<file path="config.mk">
export PLATFORM = sky130hd
export DESIGN_NAME = host_address_space_decoder
export DESIGN_NICKNAME = d
export VERILOG_FILES = /design/src/hdl/strided_match.v /design/src/hdl/csr_select.v /design/src/hdl/host_address_space_decoder.v
export VERILOG_INCLUDE_DIRS = /design/src /design/src/hdl
export SDC_FILE = /design/constraint.sdc
export NUM_CORES = 1
export LEC_CHECK = 0
export BUFFER_PORTS_ARGS = -buffer_cell sky130_fd_sc_hd__buf_2
export CAP_MARGIN = 10
export CELL_PAD_IN_SITES_DETAIL_PLACEMENT = 1
export CELL_PAD_IN_SITES_GLOBAL_PLACEMENT = 1
export CORE_ASPECT_RATIO = 2
export CORE_MARGIN = 4
export CORE_UTILIZATION = 32
export CTS_CLUSTER_DIAMETER = 60
export DETAILED_ROUTE_END_ITERATION = 8
export PLACE_DENSITY = 0.87
export RECOVER_POWER = 100
export SLEW_MARGIN = 40
export SYNTH_ARGS = -nofsm -noshare
export SYNTH_HDL_FRONTEND = slang
export SYNTH_SLANG_ARGS = --single-unit
</file>
<file path="constraint.sdc">
create_clock -name clk_sys -period 2.5 [get_ports clk_sys]
set_input_delay 0.625 -clock clk_sys [delete_from_list [all_inputs] [get_ports clk_sys]]
set_output_delay 0.625 -clock clk_sys [all_outputs]
set_load 0.1 [all_outputs]
</file>
<file path="src/hdl/decoder_consts.vh">
`ifndef DECODER_CONSTS_VH
`define DECODER_CONSTS_VH

// quadrant codes, host_bus_address[33:32]
`define QUAD_CACHEABLE 2'h0
`define QUAD_IO 2'h1
`define QUAD_SPARSE_MEM 2'h2
`define QUAD_DENSE_MEM 2'h3

// space codes driven on space_q
`define SPACE_NONE 4'h0
`define SPACE_CACHEABLE 4'h1
`define SPACE_NONCACHEABLE 4'h2
`define SPACE_MEM_CSR 4'h3
`define SPACE_BRIDGE_CSR 4'h4
`define SPACE_INT_ACK 4'h5
`define SPACE_SPECIAL 4'h6
`define SPACE_SPARSE_IO 4'h7
`define SPACE_CONFIG_RD 4'h8
`define SPACE_CONFIG_WR 4'h9
`define SPACE_SPARSE_MEM 4'hA
`define SPACE_DENSE_MEM 4'hB

// csr register stride and offsets, address bits [27:0]
`define CSR_STRIDE 28'h0000020
`define MC_GEN_CTRL 28'h0000000
`define MC_ERR_DIAG 28'h0000040
`define MC_GLOBAL_TIMING 28'h0000200
`define MC_BANK_BASE 28'h0000800
`define MC_BANK_CONFIG 28'h0000A00
`define MC_BANK_TIMING_A 28'h0000C00
`define MC_BANK_TIMING_B 28'h0000E00
`define BR_CTRL_STATUS 28'h0000000
`define BR_PCI_FAULT 28'h0000020
`define BR_HOST_FAULT 28'h0000040
`define BR_PLACEHOLDER 28'h0000060
`define BR_DMA_WINDOW 28'h00000C0
`define BR_ADDR_EXT 28'h0000180
`define BR_LATENCY 28'h00001E0
`define BR_TAG 28'h0000200
`define BR_TDATA 28'h0000300
`define BR_FLUSH_ALL 28'h0000400

// sparse i/o: lowest 256KB of pci i/o space, host address bits [28:23] zero
`define SPARSE_IO_LOW_LSB 23

// csr select index codes, memory controller
`define MSEL_NONE 6'h00
`define MSEL_GEN_CTRL 6'h01
`define MSEL_ERR_DIAG 6'h02
`define MSEL_GLOBAL_TIMING 6'h03
`define MSEL_BANK_BASE 6'h04
`define MSEL_BANK_CONFIG 6'h05
`define MSEL_BANK_TIMING_A 6'h06
`define MSEL_BANK_TIMING_B 6'h07

// csr select index codes, bridge
`define BSEL_NONE 6'h00
`define BSEL_CTRL_STATUS 6'h01
`define BSEL_PCI_FAULT 6'h02
`define BSEL_HOST_FAULT 6'h03
`define BSEL_PLACEHOLDER 6'h04
`define BSEL_DMA_WINDOW 6'h05
`define BSEL_ADDR_EXT 6'h06
`define BSEL_LATENCY 6'h07
`define BSEL_TAG 6'h08
`define BSEL_TDATA 6'h09
`define BSEL_FLUSH_ALL 6'h0A

`endif

</file>
<file path="src/hdl/strided_match.v">
`default_nettype none
// matches an offset against a strided group of registers
module strided_match #(
  parameter [27:0] BASE = 28'h0000000,
  parameter [27:0] STRIDE = 28'h0000020,
  parameter COUNT = 1
) (
  // offset in
  input wire [27:0] offset,
  // result
  output reg hit,
  output reg [3:0] index
);
  integer i;
  always @* begin
    hit = 1'b0;
    index = 4'h0;
    for (i = 0; i < COUNT; i = i + 1) begin
      if (offset == BASE + STRIDE * i[27:0]) begin
        hit = 1'b1;
        index = i[3:0];
      end
    end
  end
endmodule // strided_match
`default_nettype wire

</file>
<file path="src/hdl/csr_select.v">
`default_nettype none
`include "decoder_consts.vh"
// picks one csr from the low 28 address bits, for either csr space
module csr_select (
  // offset in
  input wire [27:0] offset,
  // memory controller selection
  output reg [5:0] mc_sel,
  output reg [3:0] mc_idx,
  // bridge selection
  output reg [5:0] br_sel,
  output reg [3:0] br_idx
);
  wire hit_base, hit_cfg, hit_ta, hit_tb, hit_ph, hit_dma, hit_ext, hit_tag, hit_td;
  wire [3:0] i_base, i_cfg, i_ta, i_tb, i_ph, i_dma, i_ext, i_tag, i_td;

  strided_match #(.BASE(`MC_BANK_BASE), .STRIDE(`CSR_STRIDE), .COUNT(9)) m_base (
    .offset(offset), .hit(hit_base), .index(i_base));
  strided_match #(.BASE(`MC_BANK_CONFIG), .STRIDE(`CSR_STRIDE), .COUNT(9)) m_cfg (
    .offset(offset), .hit(hit_cfg), .index(i_cfg));
  // bank 5 lands on 0xCA0 by stride, clear of bank 5 configuration at 0xAA0
  strided_match #(.BASE(`MC_BANK_TIMING_A), .STRIDE(`CSR_STRIDE), .COUNT(9)) m_ta (
    .offset(offset), .hit(hit_ta), .index(i_ta));
  strided_match #(.BASE(`MC_BANK_TIMING_B), .STRIDE(`CSR_STRIDE), .COUNT(9)) m_tb (
    .offset(offset), .hit(hit_tb), .index(i_tb));
  strided_match #(.BASE(`BR_PLACEHOLDER), .STRIDE(`CSR_STRIDE), .COUNT(3)) m_ph (
    .offset(offset), .hit(hit_ph), .index(i_ph));
  strided_match #(.BASE(`BR_DMA_WINDOW), .STRIDE(`CSR_STRIDE), .COUNT(6)) m_dma (
    .offset(offset), .hit(hit_dma), .index(i_dma));
  strided_match #(.BASE(`BR_ADDR_EXT), .STRIDE(`CSR_STRIDE), .COUNT(3)) m_ext (
    .offset(offset), .hit(hit_ext), .index(i_ext));
  strided_match #(.BASE(`BR_TAG), .STRIDE(`CSR_STRIDE), .COUNT(8)) m_tag (
    .offset(offset), .hit(hit_tag), .index(i_tag));
  strided_match #(.BASE(`BR_TDATA), .STRIDE(`CSR_STRIDE), .COUNT(8)) m_td (
    .offset(offset), .hit(hit_td), .index(i_td));

  always @* begin
    mc_sel = `MSEL_NONE;
    mc_idx = 4'h0;
    if (offset == `MC_GEN_CTRL) begin
      mc_sel = `MSEL_GEN_CTRL;
    end else if (offset == `MC_ERR_DIAG) begin
      mc_sel = `MSEL_ERR_DIAG;
    end else if (offset == `MC_GLOBAL_TIMING) begin
      mc_sel = `MSEL_GLOBAL_TIMING;
    end else if (hit_base) begin
      mc_sel = `MSEL_BANK_BASE;
      mc_idx = i_base;
    end else if (hit_cfg) begin
      mc_sel = `MSEL_BANK_CONFIG;
      mc_idx = i_cfg;
    end else if (hit_ta) begin
      mc_sel = `MSEL_BANK_TIMING_A;
      mc_idx = i_ta;
    end else if (hit_tb) begin
      mc_sel = `MSEL_BANK_TIMING_B;
      mc_idx = i_tb;
    end
  end

  always @* begin
    br_sel = `BSEL_NONE;
    br_idx = 4'h0;
    if (offset == `BR_CTRL_STATUS) begin
      br_sel = `BSEL_CTRL_STATUS;
    end else if (offset == `BR_PCI_FAULT) begin
      br_sel = `BSEL_PCI_FAULT;
    end else if (offset == `BR_HOST_FAULT) begin
      br_sel = `BSEL_HOST_FAULT;
    end else if (hit_ph) begin
      br_sel = `BSEL_PLACEHOLDER;
      br_idx = i_ph;
    end else if (hit_dma) begin
      br_sel = `BSEL_DMA_WINDOW;
      br_idx = i_dma;
    end else if (hit_ext) begin
      br_sel = `BSEL_ADDR_EXT;
      br_idx = i_ext;
    end else if (offset == `BR_LATENCY) begin
      br_sel = `BSEL_LATENCY;
    end else if (hit_tag) begin
      br_sel = `BSEL_TAG;
      br_idx = i_tag;
    end else if (hit_td) begin
      br_sel = `BSEL_TDATA;
      br_idx = i_td;
    end else if (offset == `BR_FLUSH_ALL) begin
      br_sel = `BSEL_FLUSH_ALL;
    end
  end
endmodule // csr_select
`default_nettype wire

</file>
<file path="src/hdl/host_address_space_decoder.v">
`default_nettype none
`include "decoder_consts.vh"
module host_address_space_decoder (
  // clock and reset
  input wire clk_sys,
  input wire rst,
  // host processor bus request
  input wire req_valid,
  input wire req_write,
  input wire req_ifetch,
  input wire req_dma,
  input wire [33:0] host_bus_address,
  // steering result, one cycle after the request
  output reg claim_valid_q,
  output reg [3:0] space_q,
  output reg mc_claim_q,
  output reg bridge_claim_q,
  output reg bypass_l2_q,
  output reg prefetch_ok_q,
  output reg sparse_q,
  output reg sparse_io_low_q,
  output reg fetch_error_q,
  // csr selection
  output reg [5:0] mc_sel_q,
  output reg [5:0] br_sel_q,
  output reg [3:0] csr_idx_q
);
  wire [1:0] quad = host_bus_address[33:32];
  wire [3:0] sub = host_bus_address[31:28];
  wire [5:0] mc_sel, br_sel;
  wire [3:0] mc_idx, br_idx;

  reg [3:0] space_d;
  reg mc_d, br_d, l2_bypass_d, prefetch_d, sparse_d, memory_d;

  csr_select u_sel (
    .offset(host_bus_address[27:0]),
    .mc_sel(mc_sel),
    .mc_idx(mc_idx),
    .br_sel(br_sel),
    .br_idx(br_idx)
  );

  always @* begin
    space_d = `SPACE_NONE;
    mc_d = 1'b0;
    br_d = 1'b0;
    l2_bypass_d = 1'b0;
    prefetch_d = 1'b0;
    sparse_d = 1'b0;
    memory_d = 1'b0;
    case (quad)
      `QUAD_CACHEABLE: begin
        space_d = `SPACE_CACHEABLE;
        mc_d = 1'b1;
        memory_d = 1'b1;
      end
      `QUAD_IO: begin
        if (!sub[3]) begin
          space_d = `SPACE_NONCACHEABLE;
          mc_d = 1'b1;
          l2_bypass_d = 1'b1;
          memory_d = 1'b1;
        end else if (sub[3:1] == 3'b100) begin
          space_d = `SPACE_MEM_CSR;
          mc_d = 1'b1;
        end else if (sub == 4'hA) begin
          space_d = `SPACE_BRIDGE_CSR;
          br_d = 1'b1;
        end else if (sub == 4'hB) begin
          space_d = req_write ? `SPACE_SPECIAL : `SPACE_INT_ACK;
          br_d = 1'b1;
        end else if (sub[3:1] == 3'b110) begin
          space_d = `SPACE_SPARSE_IO;
          br_d = 1'b1;
          sparse_d = 1'b1;
        end else begin
          space_d = req_write ? `SPACE_CONFIG_WR : `SPACE_CONFIG_RD;
          br_d = 1'b1;
        end
      end
      `QUAD_SPARSE_MEM: begin
        // only 2 0000 0000 to 2 7FFF FFFF is sparse memory
        if (!sub[3]) begin
          space_d = `SPACE_SPARSE_MEM;
          br_d = 1'b1;
          sparse_d = 1'b1;
        end
      end
      `QUAD_DENSE_MEM: begin
        space_d = `SPACE_DENSE_MEM;
        br_d = 1'b1;
        prefetch_d = 1'b1;
      end
      default: begin
        space_d = `SPACE_NONE;
      end
    endcase
  end

  always @(posedge clk_sys) begin
    if (rst) begin
      claim_valid_q <= 1'b0;
      space_q <= `SPACE_NONE;
      mc_claim_q <= 1'b0;
      bridge_claim_q <= 1'b0;
      bypass_l2_q <= 1'b0;
      prefetch_ok_q <= 1'b0;
      sparse_q <= 1'b0;
      sparse_io_low_q <= 1'b0;
      fetch_error_q <= 1'b0;
      mc_sel_q <= `MSEL_NONE;
      br_sel_q <= `BSEL_NONE;
      csr_idx_q <= 4'h0;
    end else begin
      claim_valid_q <= req_valid;
      space_q <= req_valid ? space_d : `SPACE_NONE;
      mc_claim_q <= req_valid & mc_d;
      bridge_claim_q <= req_valid & br_d;
      bypass_l2_q <= req_valid & l2_bypass_d;
      prefetch_ok_q <= req_valid & prefetch_d;
      sparse_q <= req_valid & sparse_d;
      sparse_io_low_q <= req_valid & (space_d == `SPACE_SPARSE_IO) &
        (host_bus_address[28:`SPARSE_IO_LOW_LSB] == 6'h00);
      // fetches and dma belong in cacheable and noncacheable memory only; flagged, not blocked
      fetch_error_q <= req_valid & (req_ifetch | req_dma) & ~memory_d;
      mc_sel_q <= (req_valid && space_d == `SPACE_MEM_CSR) ? mc_sel : `MSEL_NONE;
      br_sel_q <= (req_valid && space_d == `SPACE_BRIDGE_CSR) ? br_sel : `BSEL_NONE;
      csr_idx_q <= !req_valid ? 4'h0 : (space_d == `SPACE_MEM_CSR) ? mc_idx :
        (space_d == `SPACE_BRIDGE_CSR) ? br_idx : 4'h0;
    end
  end
endmodule // host_address_space_decoder
`default_nettype wire

</file>
After elaboration in Yosys (flattened, before gate mapping)
Index checks and enable logic that the tools add are counted.

Bits in registers: 28. Input bits: 40. Output and inout port bits: 28. Logic and storage cells: 305.

Eq/ne operators: 78. Multiplexer cells: 179. Bitwise operators: 14. Reduce and logical (&&, ||, !) cells: 15.

Operators with widths (number): $eq A28 B12 Y1 const B (36); $eq A28 B10 Y1 const B (16); $mux W4 (73); $eq A28 B9 Y1 const B (8); $eq A28 B8 Y1 const B (4); $mux W1 (88); $eq A28 B7 Y1 const B (2); $eq A28 B11 Y1 const B (1); $eq A28 B6 Y1 const B (1); $logic_not A28 Y1 (1); $mux W3 (8); $pmux W4 S4 (1); $reduce_or A11 Y1 (1); $mux W2 (5); $reduce_or A5 Y1 (2); $and A1 B1 Y1 (9); $reduce_or A9 Y1 (1); $eq A4 B3 Y1 const B (2); $eq A4 B4 Y1 const B (2); $reduce_or A8 Y1 (1); $eq A3 B3 Y1 const B (2); $logic_not A6 Y1 (1); $pmux W1 S2 (3); $reduce_or A2 Y1 (3); other kinds (9) (15).

Logic depth before layout (Yosys ltp)
Depth in word-level cells: 20. Mapped depth: 7. Gate-level depth less buffers: 7.

Modules after synthesis
Synthesis repeated with hierarchy kept, for this count alone.

Cell total of the unflattened synthesis: 374. Area, all modules: 3015.4 um^2.

By module, submodules not included: host_address_space_decoder (instances 1, cells an instance 98, area each 1077.3 um^2, seq. area each 560.5 um^2); csr_select (instances 1, cells an instance 108, area each 680.7 um^2, seq. area each 0.0 um^2); strided_match at u_sel.m_cfg ... (instances 2, cells an instance 19, area each 147.6 um^2, seq. area each 0.0 um^2); strided_match at u_sel.m_td (instances 1, cells an instance 18, area each 151.4 um^2, seq. area each 0.0 um^2); strided_match at u_sel.m_tb (instances 1, cells an instance 19, area each 150.1 um^2, seq. area each 0.0 um^2); strided_match at u_sel.m_tag (instances 1, cells an instance 18, area each 148.9 um^2, seq. area each 0.0 um^2); strided_match at u_sel.m_base (instances 1, cells an instance 19, area each 145.1 um^2, seq. area each 0.0 um^2); strided_match at u_sel.m_dma (instances 1, cells an instance 21, area each 140.1 um^2, seq. area each 0.0 um^2); strided_match at u_sel.m_ext (instances 1, cells an instance 17, area each 118.9 um^2, seq. area each 0.0 um^2); strided_match at u_sel.m_ph (instances 1, cells an instance 18, area each 107.6 um^2, seq. area each 0.0 um^2).

Worst setup path after synthesis
Ideal clock, no wire load.

Kind: in2reg. From: in host_bus_address[32]. To: reg csr_idx_q[1]. Setup time: 88 ps. Arrival time: 2148 ps. Data required time: 2412 ps. Path slack: 263 ps. Stages on the path: 7. Path through: inv_1 > ha_1 > nor4bb_1 > nand4b_1 > nor4_4 > o31ai_2 > o32ai_2.

Word-level cells in the longest chain between the ends: 5. Elaborated cells on any way between the ends: 9. Those cells by class: eq/ne: 5; mux: 3; reduce/logical: 1.

Ends and longest elaborated chain: start: declaration (RTL line host_address_space_decoder.v:12) `input wire [33:0] host_bus_address,`; $eq A2 B2 Y1, or another cell as far along (RTL line host_address_space_decoder.v:52) `case (quad)`; $pmux W4 S4 * (RTL line host_address_space_decoder.v:52); $eq A4 B3 Y1 (no source line); $mux W4 (RTL line host_address_space_decoder.v:130) `` (space_d == `SPACE_BRIDGE_CSR) ? br_idx : 4'h0; ``; $mux W4 * (RTL line host_address_space_decoder.v:129) `` csr_idx_q <= !req_valid ? 4'h0 : (space_d == `SPACE_MEM_CSR) ? mc_idx : ``; end signal: assignment (RTL line host_address_space_decoder.v:129); end: declaration (RTL line host_address_space_decoder.v:26) `output reg [3:0] csr_idx_q`.

Every way passes the cells marked *; elsewhere a longest branch is shown, timed or not. A chain may end at the register's enable or synchronous reset.

Worst setup path after layout
Ends and elaborated chain as after synthesis.

==> results.cfg <==
[sta]
setup_violations = 0
fin_crit_sh = 0.896
fmax_mhz = 446
max_slew.worst_pin.slew_ps = 1210
fin_crit_ps = 2240
rsz0062_at_grt = false
tns_ps = 0
hold_violations = 0
drv_slew = 0
relSlewSlack = 0.199

[floorplan]
coreArea_mm2 = 0.00417
initial_core_util = 0.334
dieHeight_um = 101
die_x_um = 54.6
io_pins = 68
die_area_mm2 = 0.00553
rows = 33

[power_and_ir_drop]
cellLeakagePower_uw = 0.000697
power_per_cell_area_mw_per_mm2 = 472
vdd_drop_max_mv = 0.251

[clock_tree]
ctsResizeCount = 0
cts.sinks = 23
cts_tree = yes
path_clk_slew_ps = 90
holdBufCountCts = 0
cts_buffers = 3
cts_setup_buffers = 0
clockBufferDepth = 2
root_buffer = clkbuf_8
h-tree-depth = 1

[synthesis]
syn-cell-area_mm2 = 0.00139
ys_seq_area_frac = 0.331
synth_warnings = 0
ys.flop_type = dfxtp_1
synth-edff-count = 0
synth.distinct_cells = 56
async_flop_share = 0
syn_inst = 162
ys_seq_elements = 23
avgSynthCellArea_um2 = 8.59

[critical_path]
critPathArrivalTime_ps = 2420
critPathMaxFanout = 4
criticalPathCategory = in -> reg
end_kind = register
cp-start-kind = input port
cp.required_ps = 2680

[hold_path]
hold_end = sparse_io_low_q$_SDFF_PP0_
min-delay-start = host_bus_address[28]
holdCritPathClass = in -> reg
whs_path_depth = 2

[grt]
antenna_found_initial = 0
grt_max_degree = 14
grt_pass1_wl_um = 7340
gr-usage-all-layers = 0.178
grt_pass1_vias = 1589
grt_overflow = 0

[run]
drv_cap = 0

[routing]
drt_iter0_markers = 23
route.detailed.drc = 0
wl_um = 4580
antenna_left = 0
first_pass_iters = 4
route.detailed.wl_per_inst_um = 16.2
avgViaCountPerCell = 5.38
vias = 1523

[final_layout]
layout-drive-gt1-share = 0.242
fin_area_mm2 = 0.00174
area_delta_synth_final_pct = 25.2
n_antenna_cell = 0
nNetsFinal = 276
utilization = 0.418

[run_status]
status = finished clean

[placed_design]
dp_hpwl_um = 3750
io_buffers = 62
placed_area_mm2 = 0.00177
place_congestion = 0.938
-- power by group --
group          total [µW]  internal, µW  switching (µW)  leakage (µW)
Sequential            374           372            1.54      0.000186
Clock                 235           111             124     0.0000255
Combinational         213          56.3             157      0.000486
Total                 822           540             282      0.000697
-- critical path, stage by stage --
cell and delay [ps]:
clkbuf_1 130, inv_1 80, ha_1 220, nor4bb_1 380, nand4b_1 250, nor4_4 270, clkbuf_1 220, a32oi_1 100
o32ai_2 150
-- cell type report --
cell class | count | area, µm²
Fill cell | 554 | 2430
Multi-Input combinational cell | 123 | 801
Sequential cell | 23 | 460
Timing Repair Buffer | 72 | 335
Tap cell | 52 | 65.1
Clock buffer | 3 | 41.3
Inverter | 9 | 33.8
Clock inverter | 1 | 5.00
-- cells in the final DEF, fill, tap and decap left out, drive strengths merged, types with 5 or more instances in the layout --
cell type	synthesis	layout
buf	6	42
a21oi	5	5
clkbuf	5	33
nor3	8	8
nand3	6	6
nor4	9	9
dfxtp	23	23
nand2	10	10
conb	1	5
nor2	17	17
inv	7	7
-- Yosys cell counts (all sizes together), types with 3 or more instances --
master	count	area, µm²
a21oi	5	25.0
a31oi	4	40.0
buf	6	42.5
clkbuf	5	48.8
dfxtp	23	460
ha	4	50.1
inv	7	26.3
nand2	10	37.5
nand2b	4	25.0
nand3	6	30.0
nor2	17	63.8
nor3	8	40.0
nor3b	3	22.5
nor4	9	71.3
o21ai	4	20.0
or3	4	30.0
-- cell families (layout without fill, tap and decap cells) --
family,count (synthesis),after routing,synth area share
simple gates,76,76,0.313
buf+inv,20,85,0.0899
fa+ha+maj,4,4,0.0360
compound gates,35,35,0.209
xor+xnor,3,3,0.0189
other cells,1,5,0.00270
flops,23,23,0.331
-- state kept, by name, indices dropped and copies added, names as in the netlist --
name,cells
br_sel_q,4
bridge_claim_q,1
bypass_l2_q,1
claim_valid_q,1
csr_idx_q,4
fetch_error_q,1
mc_claim_q,1
mc_sel_q,3
prefetch_ok_q,1
space_q,4
sparse_io_low_q,1
sparse_q,1
-- worst max-delay path by stage --
stage                              end  depth (start not counted)  slack, ps                  from
2_1_floorplan  csr_idx_q[1]$_SDFF_PP0_                          7        260  host_bus_address[32]
4_1_cts        csr_idx_q[1]$_SDFF_PP0_                          8        280  host_bus_address[33]
3_3_place_gp   csr_idx_q[1]$_SDFF_PP0_                          8        100  host_bus_address[32]
5_1_grt        csr_idx_q[1]$_SDFF_PP0_                         10        200  host_bus_address[33]
6_report       csr_idx_q[1]$_SDFF_PP0_                          9        260  host_bus_address[32]
3_5_place_dp   csr_idx_q[1]$_SDFF_PP0_                          8        -10  host_bus_address[33]
-- metrics by stage --
stage	setup WS [ps]	total power [µW]	cells	hold slack, ps
2_1_floorplan	263	543	166	701
6_report	260	822	283	529
3_5_place_dp	-11.5	602	279	823
3_3_place_gp	99.7	597	279	828
5_1_grt	203	857	283	540
4_1_cts	281	836	283	531
-- layer usage --
layer	vias to the layer above	part of all wire	track usage	routed length, µm
met3	17	0.053	0.0177	243
met5	-	0	0	0
met1	719	0.31	0.173	1440
met2	61	0.59	0.340	2700
li1	726	-	-	-
met4	0	0.043	0.0902	199
(Power assumes the default switching activity.)
